==> src/core/amp_ctrl_pkg.sv <==
// Shared constants, state encoding and timing for the amplifier control block
// Functional notes
// Once bias reference settles, run fixed start-up timer; switch only after expiry.
// Same bias-then-timer start-up at power-up and on leaving shutdown.
// Shutdown input low mutes outputs and enters the low-current state.
// Mute input high disables outputs; mute low enables them.
// Any detected output short disables drive at once and latches.
// Short flag clears only by cycling shutdown or mute, then operation resumes.
// A short still present after clearing is detected again and relatched.
// Fault output is high while the short flag is set.
// Mute rising clears the fault flag, allowing fault-to-mute auto-recovery loop.
// Master-select high uses internal oscillator and drives sync pin push-pull.
// Master-select low takes switching frequency from the incoming sync square wave.
// External sync source in slave mode should stay within 200 to 300 kHz.
// Die temperature above trip point forces shutdown state; fault not latched.
// Thermal fault clears after temperature falls by hysteresis, resuming automatically.
// Master frequency is one over twice oscillator resistor times internal capacitor.
// Host wanting own mute plus auto-recovery ORs its mute with fault.
// Host should shut down or mute before removing supply power.
// Shutdown during running start-up timer aborts it; full sequence restarts later.
package amp_ctrl_pkg;

	localparam int CLK_PERIOD_NS = 40;

	// Start-up delay, in microseconds
	localparam int STARTUP_US  = 16_400;
	localparam int STARTUP_CYC = (STARTUP_US * 1000 + CLK_PERIOD_NS - 1) / CLK_PERIOD_NS;

	// Thermal trip and hysteresis, degrees C
	localparam logic [7:0] TEMP_TRIP_C = 8'h96;
	localparam logic [7:0] TEMP_HYST_C = 8'h1E;

	// Internal oscillator capacitor in pF, default resistor in ohm
	localparam int OSC_CAP_PF  = 20;
	localparam int OSC_RES_OHM = 100_000;
	// Half period R*C: ohm*pF gives ps
	localparam int OSC_HALF_NS = OSC_RES_OHM * OSC_CAP_PF / 1000;
	localparam int OSC_HALF_CYC_RAW = OSC_HALF_NS / CLK_PERIOD_NS;
	localparam int OSC_HALF_CYC = (OSC_HALF_CYC_RAW < 1) ? 1 : OSC_HALF_CYC_RAW;

	// Pin positions in the synchroniser vector
	localparam int PIN_SHDN   = 0;
	localparam int PIN_MUTE   = 1;
	localparam int PIN_MASTER = 2;
	localparam int PIN_SYNC   = 3;
	localparam int PIN_SHORT  = 4;
	localparam int PIN_BIAS   = 5;
	localparam int PIN_COUNT  = 6;

	// Reset value of the synchronised pins: shutdown asserted, rest low
	localparam logic [PIN_COUNT-1:0] PINS_RESET = 6'h00;

	typedef enum logic [1:0] {
		ST_OFF   = 2'b00,
		ST_BIAS  = 2'b01,
		ST_TIMER = 2'b10,
		ST_RUN   = 2'b11
	} seq_e;

endpackage : amp_ctrl_pkg

==> src/core/switch_clk_if.sv <==
// Link between sequencer and switching clock generator
`timescale 1ns/1ns
`default_nettype none
interface switch_clk_if;
	logic master;
	logic run;
	logic sync_in;
	logic pwm;
	logic sync_out;
	logic sync_oe;

	modport gen  (input master, input run, input sync_in,
		output pwm, output sync_out, output sync_oe);
	modport ctrl (output master, output run, output sync_in,
		input pwm, input sync_out, input sync_oe);
endinterface : switch_clk_if
`default_nettype wire

==> src/core/switch_clock_gen.sv <==
// Switching clock generator: internal RC oscillator or follower of the sync pin
`timescale 1ns/1ns
`default_nettype none
module switch_clock_gen
	import amp_ctrl_pkg::*;
#(
	parameter int HALF_CYC = OSC_HALF_CYC
) (
	input  wire logic   clk_sys,
	input  wire logic   resetn,
	switch_clk_if.gen   sw
);
	localparam int HW = (HALF_CYC < 2) ? 1 : $clog2(HALF_CYC);

	typedef struct packed {
		logic [HW-1:0] cnt;
		logic          osc;
		logic          pwm;
		logic          so;
		logic          oe;
	} gen_s;

	gen_s q;
	gen_s d;

	always_comb begin
		d = q;
		// Push-pull drive only in master mode
		d.oe = sw.master;
		d.so = sw.master & q.osc;
		if (sw.master) begin
			// Toggle every R*C: period 2*R*C
			if (q.cnt == HW'(HALF_CYC - 1)) begin
				d.cnt = '0;
				d.osc = ~q.osc;
			end else begin
				d.cnt = q.cnt + HW'(1);
			end
		end else begin
			d.cnt = '0;
			d.osc = 1'b0;
		end
		// Slave follows incoming square wave
		d.pwm = sw.run & (sw.master ? q.osc : sw.sync_in);
	end

	always_ff @(posedge clk_sys or negedge resetn) begin
		if (!resetn) begin
			q <= '0;
		end else begin
			q <= d;
		end
	end

	assign sw.pwm      = q.pwm;
	assign sw.sync_out = q.so;
	assign sw.sync_oe  = q.oe;
endmodule : switch_clock_gen
`default_nettype wire

==> src/core/amp_power_fault_sync_ctrl.sv <==
// Start-up sequencing, shutdown, mute, short and thermal protection, sync control
`timescale 1ns/1ns
`default_nettype none
module amp_power_fault_sync_ctrl
	import amp_ctrl_pkg::*;
#(
	parameter int STARTUP_CYCLES = STARTUP_CYC,
	parameter int OSC_HALF       = OSC_HALF_CYC
) (
	input  wire logic       clk_sys,
	input  wire logic       resetn,
	input  wire logic       shutdown_n,
	input  wire logic       mute,
	input  wire logic       master_select,
	input  wire logic       sync_in,
	input  wire logic       short_detect,
	input  wire logic       bias_ready,
	input  wire logic [7:0] die_temp_c,
	output logic            outputs_enable,
	output logic            low_power,
	output logic            fault_out,
	output logic            thermal_shutdown,
	output logic            startup_busy,
	output logic            pwm_clk,
	output logic            sync_out,
	output logic            sync_oe
);
	localparam int TW = $clog2(STARTUP_CYCLES + 1);

	// Start-up in progress: waiting for bias or counting
	function automatic logic is_starting(input seq_e s);
		return (s == ST_BIAS) || (s == ST_TIMER);
	endfunction : is_starting

	typedef struct packed {
		logic [PIN_COUNT-1:0] s1;
		logic [PIN_COUNT-1:0] s2;
		logic [PIN_COUNT-1:0] s3;
		logic [PIN_COUNT-1:0] filt;
		seq_e                 st;
		logic [TW-1:0]        cnt;
		logic                 mute_prev;
		logic                 short_q;
		logic                 therm_q;
		logic                 en_q;
		logic                 lp_q;
		logic                 busy_q;
	} ctrl_s;

	ctrl_s q;
	ctrl_s d;

	logic [PIN_COUNT-1:0] pins;
	logic shdn;
	logic mute_f;
	logic short_f;
	logic bias_f;
	logic mute_rise;

	switch_clk_if sw ();

	assign pins = {bias_ready, short_detect, sync_in, master_select, mute, shutdown_n};
	assign shdn      = q.filt[PIN_SHDN];
	assign mute_f    = q.filt[PIN_MUTE];
	assign short_f   = q.filt[PIN_SHORT];
	assign bias_f    = q.filt[PIN_BIAS];
	assign mute_rise = mute_f & ~q.mute_prev;

	always_comb begin
		d = q;
		// Three-stage synchroniser; a change counts when stages two and three agree
		d.s1   = pins;
		d.s2   = q.s1;
		d.s3   = q.s2;
		d.filt = ((q.s2 ~^ q.s3) & q.s3) | ((q.s2 ^ q.s3) & q.filt);
		d.mute_prev = mute_f;

		// Thermal fault with hysteresis, not latched
		if (die_temp_c > TEMP_TRIP_C) begin
			d.therm_q = 1'b1;
		end else if (die_temp_c <= TEMP_TRIP_C - TEMP_HYST_C) begin
			d.therm_q = 1'b0;
		end

		// Start-up sequence
		case (q.st)
			ST_OFF: begin
				d.cnt = '0;
				if (shdn && !d.therm_q) begin
					d.st = ST_BIAS;
				end
			end
			ST_BIAS: begin
				d.cnt = '0;
				if (bias_f) begin
					d.st = ST_TIMER;
				end
			end
			ST_TIMER: begin
				if (q.cnt == TW'(STARTUP_CYCLES - 1)) begin
					d.st = ST_RUN;
				end else begin
					d.cnt = q.cnt + TW'(1);
				end
			end
			ST_RUN: begin
				d.cnt = '0;
			end
			default: begin
				d.st  = ST_OFF;
				d.cnt = '0;
			end
		endcase
		// Shutdown or thermal fault aborts anything in progress
		if (!shdn || d.therm_q) begin
			d.st  = ST_OFF;
			d.cnt = '0;
		end

		// Latched short fault; a fresh detection wins over a clear
		if (!shdn || mute_rise) begin
			d.short_q = 1'b0;
		end
		if (short_f && q.en_q) begin
			d.short_q = 1'b1;
		end

		d.en_q   = (d.st == ST_RUN) && !mute_f && !d.short_q && !d.therm_q;
		d.lp_q   = (d.st == ST_OFF);
		d.busy_q = is_starting(d.st);
	end

	always_ff @(posedge clk_sys or negedge resetn) begin
		if (!resetn) begin
			q.s1        <= PINS_RESET;
			q.s2        <= PINS_RESET;
			q.s3        <= PINS_RESET;
			q.filt      <= PINS_RESET;
			q.st        <= ST_OFF;
			q.cnt       <= '0;
			q.mute_prev <= 1'b0;
			q.short_q   <= 1'b0;
			q.therm_q   <= 1'b0;
			q.en_q      <= 1'b0;
			q.lp_q      <= 1'b1;
			q.busy_q    <= 1'b0;
		end else begin
			q <= d;
		end
	end

	assign sw.master  = q.filt[PIN_MASTER];
	assign sw.sync_in = q.filt[PIN_SYNC];
	assign sw.run     = q.en_q;

	switch_clock_gen #(
		.HALF_CYC (OSC_HALF)
	) u_clk (
		.clk_sys (clk_sys),
		.resetn  (resetn),
		.sw      (sw.gen)
	);

	assign outputs_enable   = q.en_q;
	assign low_power        = q.lp_q;
	assign fault_out        = q.short_q;
	assign thermal_shutdown = q.therm_q;
	assign startup_busy     = q.busy_q;
	assign pwm_clk          = sw.pwm;
	assign sync_out         = sw.sync_out;
	assign sync_oe          = sw.sync_oe;
endmodule : amp_power_fault_sync_ctrl
`default_nettype wire

==> config.mk <==
export PLATFORM = sky130hd
export DESIGN_NAME = amp_power_fault_sync_ctrl
export DESIGN_NICKNAME = d
export VERILOG_FILES = /design/src/core/amp_ctrl_pkg.sv /design/src/core/switch_clk_if.sv /design/src/core/switch_clock_gen.sv /design/src/core/amp_power_fault_sync_ctrl.sv
export SDC_FILE = /design/constraint.sdc
export NUM_CORES = 1
export LEC_CHECK = 0
export BUFFER_PORTS_ARGS = -buffer_cell sky130_fd_sc_hd__buf_2
export CORE_ASPECT_RATIO = 1.5
export CORE_MARGIN = 2
export CORE_UTILIZATION = 50
export CTS_BUF_LIST = sky130_fd_sc_hd__clkbuf_2
export DETAILED_ROUTE_END_ITERATION = 8
export GPL_TIMING_DRIVEN = 0
export PLACE_DENSITY = 0.66
export SLEW_MARGIN = 20
export SYNTH_ARGS = -nofsm -noshare
export SYNTH_HDL_FRONTEND = slang
export SYNTH_SLANG_ARGS = --single-unit
==> constraint.sdc <==
create_clock -name clk_sys -period 5.76 [get_ports clk_sys]
set_input_delay 0.576 -clock clk_sys [delete_from_list [all_inputs] [get_ports clk_sys]]
set_output_delay 0.576 -clock clk_sys [all_outputs]
set_load 0.1 [all_outputs]
# [Word-level counts from Yosys, hierarchy flattened]
# Index checks and enable logic that the tools add are counted.
[word_totals] register_bits=61 inputBits=16 out_inout_bits=8 elab_cells=71
[op_classes] n_addsub=2 order_cmp=2 n_eq_ne=10 muxes=15 bitwise=10 n_reduce_logical=15
[op_table] op="$pmux 19 s2" n=1
[op_table] op="$mux 21" n=1
[op_table] op="$add 19x1->19 const B" n=1
[op_table] op="$eq 19x19->1 const B" n=1
[op_table] op="$mux 19" n=1
[op_table] op="$and 6x6->6" n=2
[op_table] op="$eq 2x2->1 const B" n=4
[op_table] op="$gt 8x8->1 const B" n=1
[op_table] op="$le 8x7->1 const B" n=1
[op_table] op="$mux 7" n=1
[op_table] op="$add 6x1->6 const B" n=1
[op_table] op="$eq 6x6->1 const B" n=1
[op_table] op="$mux 1" n=6
[op_table] op="$mux 2" n=3
[op_table] op="$mux 6" n=1
[op_table] op="$or 6x6->6" n=1
[op_table] op="$pmux 2 s3" n=1
[op_table] op="$xnor 6x6->6" n=1
[op_table] op="$xor 6x6->6" n=1
[op_table] op="$logic_and 1x1->1" n=5
[op_table] op="$eq 2x1->1 const B" n=2
[op_table] op="$logic_not 1->1" n=4
[op_table] op="$logic_not 2->1" n=2
[op_table] op="$and 1x1->1" n=3
[op_table] op="5 further kinds" n=8

# [Longest topological paths before layout]
# Gate-level depths: netlist of run 1.
[depth] word_depth=12 mapped_depth=7 depth_no_buf=7

# [By module]
# Synthesis of run 1 repeated with hierarchy kept, for this count alone.
[unflattened] cells_unflattened=222 hier_area_um2=2631.3
[by_module_without_submodules] module="amp_power_fault_sync_ctrl" n_inst=1 cells_per_inst=185 area_per_inst_um2=2217.1 seq_area_each_um2=1277.5
[by_module_without_submodules] module="switch_clock_gen" n_inst=1 cells_per_inst=37 area_per_inst_um2=414.1 seq_area_each_um2=250.2

# [Least setup slack after synthesis of run 1]
# Ideal clock, no wire load.
[synth_timing] path_kind="register to register" start="register q, in the netlist thermal_shutdown" end="register q[12] in the netlist's numbering" setup_ns=0.132 arrival_ns=2.187 required_ns=5.628 slack_ns=3.442 path_stages_with_launch=6 n_path_buf=1 period_less_slack_ns=2.318 cell_sequence="dfrtp_1 -> a2111oi_0 -> a21o_1 -> o211ai_1 -> clkbuf_1 -> nor2_1"
[synth_via] elab_chain_cells=4 elab_cells_between_ends=5 classes_between="1 x eq/ne; 3 x mux; 1 x reduce/logical"
[synth_rtl] element="start: declaration" line_no="amp_power_fault_sync_ctrl.sv:50" rtl="ctrl_s q;"
[synth_rtl] element="$mux 1 (*)" line_no="amp_power_fault_sync_ctrl.sv:81" rtl="end else if (die_temp_c <= TEMP_TRIP_C - TEMP_HYST_C) begin"
[synth_rtl] element="$mux 1 (*)" line_no="amp_power_fault_sync_ctrl.sv:79" rtl="if (die_temp_c > TEMP_TRIP_C) begin"
[synth_rtl] element="$logic_or 1x1->1 (*)" line_no="amp_power_fault_sync_ctrl.sv:115" rtl="if (!shdn || d.therm_q) begin"
[synth_rtl] element="$ne 3x3->1 (no source line) or $mux 21 (tied branches)"
# Mark *: on every way between the ends. The rest lies on a longest branch, timed or not.
# A chain may end at the register's enable or synchronous reset.

==> metrics.md, run 1 <==
| Metric | Value |
|---|---|
| Outcome | finished, final reports clean |
| CTS H-tree depth | 3 |
| Worst-Skew Late Latency | 0.49 ns |
| Max stage delay on crit path | 0.56 ns |
| Max Freq | 424 MHz |
| Routed vias/inst | 5.18 |
| Port Buffers | 23 |
| DRT Pass-1 Iters | 4 |
| Core area | 4810 sq um |
| CTS root buffer | clkbuf_2 |
| Buf+Inv Stages, Crit Path | 0 |
| Mapped Area | 2470 sq um |
| Worst Hold Class | input port to async pin |
| Mean post-synth cell area | 12.3 sq um |
| CP Capture Type | register |
| Clock-pin transition on the worst setup and hold timing paths | 0.18 ns |
| Post-CTS Hold Fix Bufs | 0 |
| Yosys reg bits | 61 |
| Top Family by Delay on Critical Path | simple AND/OR/NAND/NOR gates |
| Fin crit share | 40.9% |
| Post-cts resize count | 0 |
| # Max-Cap Violations | 0 |
| Commonest non-fill, non-tap cell in the layout | dfrtp_1 |
| Worst path required time | 6.15 ns |
| Initial core utilization | 51.5% |
| GRT Total Usage | 16.5% |
| RSZ-0062 raised after global routing | no |
| Fillcell total | 416 |
| CTS sink cnt | 61 |
| Pwr Density | 268 nW/um^2 |
| Gr ovfl total | 0 |
| Synth cell types | 42 |
| Seq/Total Area, Yosys | 61.7% |
| RePlAce Congestion | 0.774 |
| Clk buf depth | 2 |
| DRT Wirelength | 4060 um |
| Chip Width | 61.4 um |
| Pleak | 1.23 nW |
| Post-Syn Nets | 229 |
| Routed length per instance | 13.2 um |
| ANT nets after route | 0 |
| HPWL after DPL | 2780 um |
| Iter 0 DRT Violations | 74 |
| # nets final | 263 |
| WS Path Type | register to register |
| Clock Skew | 0.0328 ns |
| DRC errors left | 0 |
| Startpoint Class | register |
| Num CTS Buffers | 9 |
| N_diodes | 0 |
| YS warnings | 0 |
| Row count | 31 |
| Worst slew margin | 40.9% |
| Critical-path cell with the highest stage delay | or4_1 |
| Post-CTS setup buffer count | 0 |
| Most frequent cells in the layout | dfrtp_1, buf_2, nor2_1 |
| CP Max Fanout | 4 |
| Die area | 5540 sq um |
| Largest net degree at the start of global routing | 62 |
| Initial antenna violation count | 0 |
| Vias post-DR | 1,589 |
| Internal reg-to-reg setup slack | 3.40 ns |
| Post-route setup TNS | 0 ns |
| Synthesis-to-finish area growth | 11.4% |
| Worst path cell trace | or4_1, nor4_1, nand2_1, a211oi_1, ha_1, nor4b_1 |
| Final setup viols | 0 |
| I/O pin count | 24 |
| Critical Path AT | 2.74 ns |
| CTS tree | built |
| Power Total | 0.739 mW |
| Syn Inst Count | 202 |
| Fin. Hold Viols | 0 |
| Die Y | 90.2 um |
| Global-route wire length before repair | 6630 um |
| Slew @ Worst Pin | 0.882 ns |
| Post-route minimum period | 2.36 ns |
| Share of layout cells above drive strength 1 | 19.1% |
| Max VDD drop | 0.120 mV |
| Max-slew violations | 0 |
| Vias in the first global route | 1,521 |
## flip-flops by register name, summed over array words and instances (netlist names)
| name | cells |
|---|---|
| u_clk.sw.pwm | 1 |
| low_power | 1 |
| u_clk.sw.sync_out | 1 |
| fault_out | 1 |
| u_clk.sw.sync_oe | 1 |
| q | 32 |
| bias_f | 1 |
| d | 13 |
| startup_busy | 1 |
| u_clk.q | 7 |
| outputs_enable | 1 |
| thermal_shutdown | 1 |
## metrics by stage
stage	cell area, sq um	util [%]	cells	hold slack [ns]	setup WS [ns]
2_1_floorplan	2470	-	202	0.280	3.44
3_3_place_gp	2670	55.6	291	0.332	3.34
3_5_place_dp	2680	55.6	291	0.335	3.34
4_1_cts	2760	57.3	307	0.115	3.40
5_1_grt	2760	57.3	307	0.109	3.23
6_report	2760	57.3	307	0.106	3.40
## cell type report
type	instances	area, sq um	area share (%)
timing repair buffer	23	118	4.26
clock inverter	5	27.5	0.998
inverter	5	18.8	0.681
buffer	1	3.75	0.136
clock buffer	11	55.1	2.00
tap	66	82.6	2.99
sequential	61	1530	55.4
multi-input combinational	135	925	33.5
## report_power, final
group	internal [mW]	leakage [nW]	switching [mW]	total (mW)
clock	0.0566	0.0530	0.150	0.206
combinational	0.0187	0.390	0.0532	0.0719
sequential	0.449	0.787	0.0116	0.460
## cells by family (layout without fill, tap and decap cells)
family,Yosys count,after routing,synth area share (%)
compound gates,33,33,8.85
simple gates,75,75,17.3
fa+ha+maj,11,11,5.56
flops,61,61,61.7
xor+xnor,16,16,5.66
buf+inv,6,45,0.910
## synthesized netlist by cell type (all sizes together)
cell type  instances  share of area (%)
a2111oi            1               0.35
a211o              1               0.35
a211oi             4                1.4
a21o               7                2.1
a21oi              6                1.2
a31oi              3               0.76
a32o               1               0.40
and2               2               0.51
and3               2               0.51
and3b              1               0.35
and4               1               0.35
clkbuf             1               0.15
dfrtp             60                 61
dfstp              1                1.1
ha                11                5.6
inv                5               0.76
nand2              7                1.1
nand2b             1               0.25
nand3              9                2.0
nand4              5                1.5
nor2              18                2.8
nor2b              2               0.51
nor3               9                1.8
nor3b              2               0.61
nor4               2               0.51
nor4b              1               0.35
nor4bb             1               0.40
o211ai             1               0.30
o21a               1               0.30
o21ai              8                1.6
or2                2               0.51
or3                6                1.5
or4                4                1.7
xnor2             12                4.2
xor2               4                1.4
## layer usage
layer | global-route usage, % | vias up | share of wire (%)
li1 | - | 794 | -
met1 | 19.4 | 753 | 44
met2 | 26.0 | 35 | 50
met3 | 5.61 | 7 | 4.0
met4 | 8.51 | 0 | 2.0
met5 | 0 | - | 0
## final timing paths
check,cells after the start,start,endpoint
max,6,q[15],outputs_enable
min,1,resetn,q[29]
max reg2reg,6,q[15],outputs_enable
min reg2reg,0,d[40],d[34]
max in group asynchronous,1,resetn,q[38]
min in group clk_sys,1,master_select,d[41]
Note: power is estimated with default switching activity, not from simulation.
==> inputs of run 2 (changes only) <==
Settings changed: ABC_AREA set to 1.
Clock period 5.76 ns to 2.3 ns, I/O delays scaled along.
==> run 2 against run 1 <==
First-iteration DRC count grew 26%. Utilization rose by 3.1 points. Total power rose to 3.0 times the previous value. Via count increased by 28%. Die area increased by 9.1%. Register-to-register slack lost 3.2 ns. Area after synthesis increased by 9.6%. Critical path depth rose by 4. Design area rose by 14%. Hold slack better by 0.085 ns. Clock skew fell by 0.012 ns. Final cell count increased by 33%. Critical endpoint unchanged. Largest cell class unchanged.
==> metrics.md, run 2 <==
| Metric | Value |
|---|---|
| Global-route wire length before repair | 8650 um |
| Synthesis-to-finish area growth | 16.0% |
| Fin. Hold Viols | 0 |
| Max-slew violations | 0 |
| Flop pwr share | 52.1% |
| Gr ovfl total | 0 |
| Die area | 6040 sq um |
| Iter 0 DRT Violations | 93 |
| CTS sink cnt | 61 |
| I/O pin count | 24 |
| Fillcell total | 483 |
| Pleak | 1.50 nW |
| Routed vias/inst | 4.98 |
| Vias post-DR | 2,033 |
| Core Util, Final | 60.5% |
| Reg2reg path depth | 10 |
| Worst slew margin | 51.0% |
| Fin crit share | 89.5% |
| Max reg flops | 32 |
| Most frequent cells in the layout | dfrtp_1, nand2_1, nor2_1 |
| Clock-pin transition on the worst setup and hold timing paths | 0.18 ns |
| Mean post-synth cell area | 9.23 sq um |
| Sw Share | 26.1% |
| Num CTS Buffers | 9 |
| Max VDD drop | 0.526 mV |
| HPWL after DPL | 3560 um |
| GRT Total Usage | 19.1% |
| # Max-Cap Violations | 0 |
| CP Capture Type | register |
| Synth top area cells | dfrtp_1, nand2_1, nor2_1 |
| Reg2reg start | q[6] |
| CTS tree | built |
| R2R Path End | outputs_enable |
| Gate power share | 9.2% |
| Initial antenna violation count | 0 |
| Power Total | 2.22 mW |
| Max Freq | 486 MHz |
| Startpoint Class | register |
| Seq/Total Area, Yosys | 56.3% |
| Outcome | finished, final reports clean |
| Worst Hold Class | input port to register |
| HP Start | die_temp_c[7] |
| Initial core utilization | 52.1% |
| Syn Inst Count | 294 |
| Post-route minimum period | 2.06 ns |
| Top FF cell, synth | dfrtp_1 |
| Hold Path End | q[10] |
| Pwr Density | 706 nW/um^2 |
| Routed length per instance | 12.3 um |
| Slew @ Worst Pin | 0.735 ns |
| Die Y | 94.2 um |
| Worst path required time | 2.71 ns |
| Final setup viols | 0 |
| CTS root buffer | clkbuf_2 |
| Yosys top cell by area | dfrtp_1 |
| Hold-critical path depth | 6 |
| Internal Dissipation | 1.64 mW |
| Most flops, register | q |
| Share of layout cells above drive strength 1 | 16.2% |
| ANT nets after route | 0 |
| Internal reg-to-reg setup slack | 0.24 ns |
| Async SR Flop Fraction | 100% |
| DRT Wirelength | 5030 um |
| Post-route setup TNS | 0 ns |
| Yosys reg bits | 61 |
| Worst-Skew Late Latency | 0.48 ns |
| Row count | 32 |
| Mapped Area | 2710 sq um |
| N_diodes | 0 |
| Clock power frac | 38.7% |
| Vias in the first global route | 1,963 |
| Chip Width | 64.1 um |
| Most frequent cell after synthesis | dfrtp_1 |
| Core area | 5200 sq um |
| RePlAce Congestion | 0.859 |
| CTS H-tree depth | 3 |
| Synth cell types | 27 |
| DRT Pass-1 Iters | 6 |
| NetSw | 0.580 mW |
| DRC errors left | 0 |
| # nets final | 362 |
| Top-area cell type share of the netlist area | 55.4% |
| CP Max Fanout | 7 |
| Most instantiated cells after synthesis | dfrtp_1, nand2_1, nor2_1 |
| Port Buffers | 23 |
| WS Path Type | register to register |
| Clk buf depth | 2 |
| RSZ-0062 raised after global routing | no |
| Post-Syn Nets | 321 |
| Post-synth EDFFs | 0 |
| Commonest non-fill, non-tap cell in the layout | dfrtp_1 |
| YS warnings | 0 |
| Critical Path AT | 2.47 ns |
| Clock Skew | 0.0212 ns |
| Largest net degree at the start of global routing | 62 |
==> run 2: cells by family after synthesis <==
| kind of cell | count (synthesis) | synth area share, % |
|---|---|---|
| AOI/OAI and AO/OA | 19 | 4.52 |
| and+or+nand+nor | 160 | 26.8 |
| DFF | 61 | 56.3 |
| buffers and inverters | 36 | 5.07 |
| xor gates and xnor gates | 7 | 2.26 |
| adders and majority gates | 11 | 5.07 |
==> run 2: through the flow <==
| step | instances | worst slack, ns | hold WS [ns] | area [sq um] |
|---|---|---|---|---|
| final | 408 | 0.241 | 0.190 | 3150 |
| after global routing | 408 | 0.0490 | 0.175 | 3150 |
| after CTS | 408 | 0.164 | 0.141 | 3140 |
| after detailed placement | 385 | 0.199 | 0.337 | 2920 |
| after global placement | 385 | 0.204 | 0.333 | 2910 |
| after floorplan | 294 | 0.335 | -0.0656 | 2710 |
==> run 2: critical path, cell delays in order, from the launching register on <==
cell,delay (ns)
dfrtp_1,0.49
ha_2,0.29
nand3_2,0.18
nor2_1,0.14
nand2_1,0.06
nor2_1,0.20
o21ai_1,0.13
inv_1,0.10
ha_1,0.15
nand2_1,0.06
nor3_1,0.18
==> run 2: timing repair <==
action,in CTS,in global routing
hold buffers,7,0
resized for setup,0,1
setup buffers,0,0
setup endpoints to repair,0,1
hold endpoints to repair,66,0
==> run 2: layout make-up <==
type                    count  area (sq um)  share of cell area (%)
flip-flops and latches     61          1530                    48.5
multi-input cells         197          1050                    33.4
repair buffers             30           188                    5.96
inverters                  34           128                    4.06
clock inverters             7           114                    3.62
well taps                  68          85.1                    2.70
clock buffers               9          45.0                    1.43
plain buffers               2          10.0                   0.318
==> run 2: worst max-delay path by stage <==
stage                startpoint        endpoint  slack, ns  depth (start not counted)
2_1_floorplan  thermal_shutdown  outputs_enable       0.34                         10
3_3_place_gp               q[6]  outputs_enable       0.20                         10
3_5_place_dp               q[6]  outputs_enable       0.20                         10
4_1_cts                    q[6]  outputs_enable       0.16                         10
5_1_grt                    q[6]  outputs_enable       0.05                         10
6_report                   q[6]  outputs_enable       0.24                         10
==> run 2: power by group through the flow <==
stage	Combinational, mW	Clock (mW)	Sequential, mW
2_1_floorplan	0.0636	0	1.24
3_3_place_gp	0.196	0	1.18
3_5_place_dp	0.199	0	1.18
4_1_cts	0.209	0.883	1.16
5_1_grt	0.230	0.927	1.17
6_report	0.205	0.860	1.16
==> run 2: metal layers <==
metal | part of all wire [%] | vias up | GRT usage (%)
li1 | - | 1036 | -
met1 | 44 | 952 | 22.2
met2 | 51 | 39 | 31.9
met3 | 3.6 | 6 | 5.28
met4 | 1.3 | 0 | 9.75
met5 | 0 | - | 0
==> inputs of run 3 (changes only) <==
Settings changed: SYNTH_HIERARCHICAL set to 1.
==> run 3 against run 2 <==
Synthesized cell count rose by 1.7%. Critical endpoint unchanged. Sequential power about the same. Routed wire length is 4.4% higher. Highest routed layer unchanged. Final cell count increased by 1.7%. Die area up 1.8%. Critical path depth is the same. Via count grew 0.93%. Design area decreased by 0.12%. Combinational power is 9% lower. Area after synthesis up 1.9%. Non-clock buffer count decreased by 1.
==> metrics.md, run 3 <==
| Metric | Value |
|---|---|
| Post-CTS setup buffer count | 0 |
| # Max-Cap Violations | 0 |
| Post-route setup TNS | 0 ns |
| Post-synth EDFFs | 0 |
| Async SR Flop Fraction | 100% |
| # nets final | 367 |
| Top-area cell type share of the netlist area | 54.3% |
| Vias in the first global route | 2,036 |
| Most flops, register | q |
| Global-route wire length before repair | 8840 um |
| Most frequent cell after synthesis | dfrtp_1 |
| Synthesis-to-finish area growth | 13.7% |
| Worst path cell trace | ha_1, nand3_2, nor2_1, nand2_1, nor2_1, o21ai_0, inv_1, ha_1, nand3b_1, nor2_1 |
| Most instantiated cells after synthesis | dfrtp_1, nand2_1, nor2_1 |
| Pleak | 1.49 nW |
| Yosys top cell by area | dfrtp_1 |
| Slew @ Worst Pin | 0.755 ns |
| Core area | 5410 sq um |
| Critical Path AT | 2.39 ns |
| Startpoint Class | register |
| Power Total | 1.96 mW |
| Largest net degree at the start of global routing | 62 |
| Max stage delay on crit path | 0.51 ns |
| CTS tree | built |
| CP Capture Type | register |
| Most numerous cell on the critical path | nor2_1 |
| Row count | 33 |
| Max-slew violations | 0 |
| Initial antenna violation count | 0 |
| Final setup viols | 0 |
| Synth top area cells | dfrtp_1, nand2_1, nor2_1 |
| CTS sink cnt | 61 |
| N_diodes | 0 |
| Most frequent cells in the layout | dfrtp_1, nand2_1, nor2_1 |
| Worst slew margin | 49.6% |
| Worst-Skew Late Latency | 0.47 ns |
| Max Freq | 507 MHz |
| Syn Inst Count | 299 |
| Pwr Density | 622 nW/um^2 |
| Clock Skew | 0.0176 ns |
| YS warnings | 6 |
| Routed vias/inst | 4.94 |
| Share of layout cells above drive strength 1 | 17.1% |
| I/O pin count | 24 |
| Iter 0 DRT Violations | 112 |
| Gr ovfl total | 0 |
| Fin crit share | 85.8% |
| Num CTS Buffers | 9 |
| CTS H-tree depth | 3 |
| HPWL after DPL | 3840 um |
| Chip Width | 64.7 um |
| Fin. Hold Viols | 0 |
| RSZ-0062 raised after global routing | no |
| ANT nets after route | 0 |
| GRT Total Usage | 19.3% |
| Setup WS pre-CTS | 0.373 ns |
| Port Buffers | 23 |
| Top FF cell, synth | dfrtp_1 |
| Yosys reg bits | 61 |
| RePlAce Congestion | 0.878 |
| WS Path Type | register to register |
| Vias post-DR | 2,052 |
| DRT Pass-1 Iters | 4 |
| Initial core utilization | 51.1% |
| Worst path required time | 2.72 ns |
| Die Y | 95.1 um |
| DRT Wirelength | 5260 um |
| Commonest non-fill, non-tap cell in the layout | dfrtp_1 |
| CP Max Fanout | 6 |
| Max reg flops | 32 |
| Max VDD drop | 0.357 mV |
| Mapped Area | 2760 sq um |
| Clk buf depth | 2 |
| Seq/Total Area, Yosys | 55.3% |
| Synth cell types | 28 |
| Hold WS | 0.129 ns |
| Worst Hold Class | input port to register |
| Setup ws final | 0.327 ns |
| Outcome | finished, final reports clean |
| Clock-pin transition on the worst setup and hold timing paths | 0.17 ns |
| Mean post-synth cell area | 9.24 sq um |
| Die area | 6150 sq um |
| CTS root buffer | clkbuf_2 |
| Post-Syn Nets | 326 |
| Routed length per instance | 12.7 um |
| Post-route minimum period | 1.97 ns |
| DRC errors left | 0 |
| Critical-path cell with the highest stage delay | dfrtp_1 |
## run 3: cell count changes in the layout (fill, tap and decap cells not counted), moves of 2 or more
cell,change
nand3_2,+2
nand2_1,+2
bufinv_16,-2
inv_2,+2
nand4_1,-5
clkinv_1,+2
nor3b_1,-2
nor2_4,+2
## run 3: timing repair
action                                 in CTS  in global routing
gates resized for setup                     0                  0
endpoints found under the hold margin      66                  0
hold buffers                                7                  0
## run 3: metal layers
layer,part of all wire [%],vias to the layer above,GRT usage (%),routed length [um]
met4,2.0,0,9.22,107
met1,40,972,19.5,2110
met2,54,28,36.0,2860
met5,0,-,0,0
met3,3.6,11,5.19,187
li1,-,1041,-,-
## run 3: area by class of cell
class / count / area [sq um]
clock buffer: 10 / 50.0
fill: 494 / 2270
sequential: 61 / 1530
timing repair buffer: 30 / 188
multi-input combinational: 200 / 1090
buffer: 1 / 5.00
clock inverter: 6 / 53.8
tap: 70 / 87.6
inverter: 37 / 139
## run 3: report_power, final
| part | switching (mW) | internal, mW | leakage [nW] |
|---|---|---|---|
| Sequential | 0.0309 | 1.12 | 0.787 |
| Clock | 0.376 | 0.243 | 0.0644 |
| Combinational | 0.132 | 0.0540 | 0.643 |
| Total | 0.539 | 1.42 | 1.49 |
## run 3: cells by family (layout without fill, tap and decap cells)
| kind of cell | after synthesis | in the layout | share of synthesized area [%] |
|---|---|---|---|
| AOI/OAI and AO/OA | 21 | 21 | 5.21 |
| adders and majority gates | 11 | 11 | 4.98 |
| buffers and inverters | 38 | 84 | 5.21 |
| DFF | 61 | 61 | 55.3 |
| xor gates and xnor gates | 7 | 7 | 2.22 |
| and+or+nand+nor | 161 | 161 | 27.1 |
## run 3: path summary, 6_finish.rpt
path                          startpoint          endpoint  slack [ns]  cells past startpoint
max in group asynchronous         resetn             d[42]        1.45                      2
min in group asynchronous         resetn             q[17]        0.33                      2
min                        die_temp_c[7]  thermal_shutdown        0.13                      5
max reg2reg                         q[6]    outputs_enable        0.33                     10
max                                 q[6]    outputs_enable        0.33                     10
min reg2reg                        d[41]             d[35]        0.36                      0
## run 3: worst max-delay path, delay by kind of cell (launching register included)
kind            cells  cell delay, ns
compound gates      1            0.14
simple gates        6            0.71
buf+inv             1            0.11
fa+ha+maj           2            0.44
flops               1            0.51
## run 3: per-stage QoR
stage               std cells  area, sq um  utilization [%]
floorplan                 299         2760                -
global placement          392         2970             54.8
detailed placement        392         2970             54.9
CTS                       415         3140             58.1
global route              415         3140             58.1
finish                    415         3140             58.1
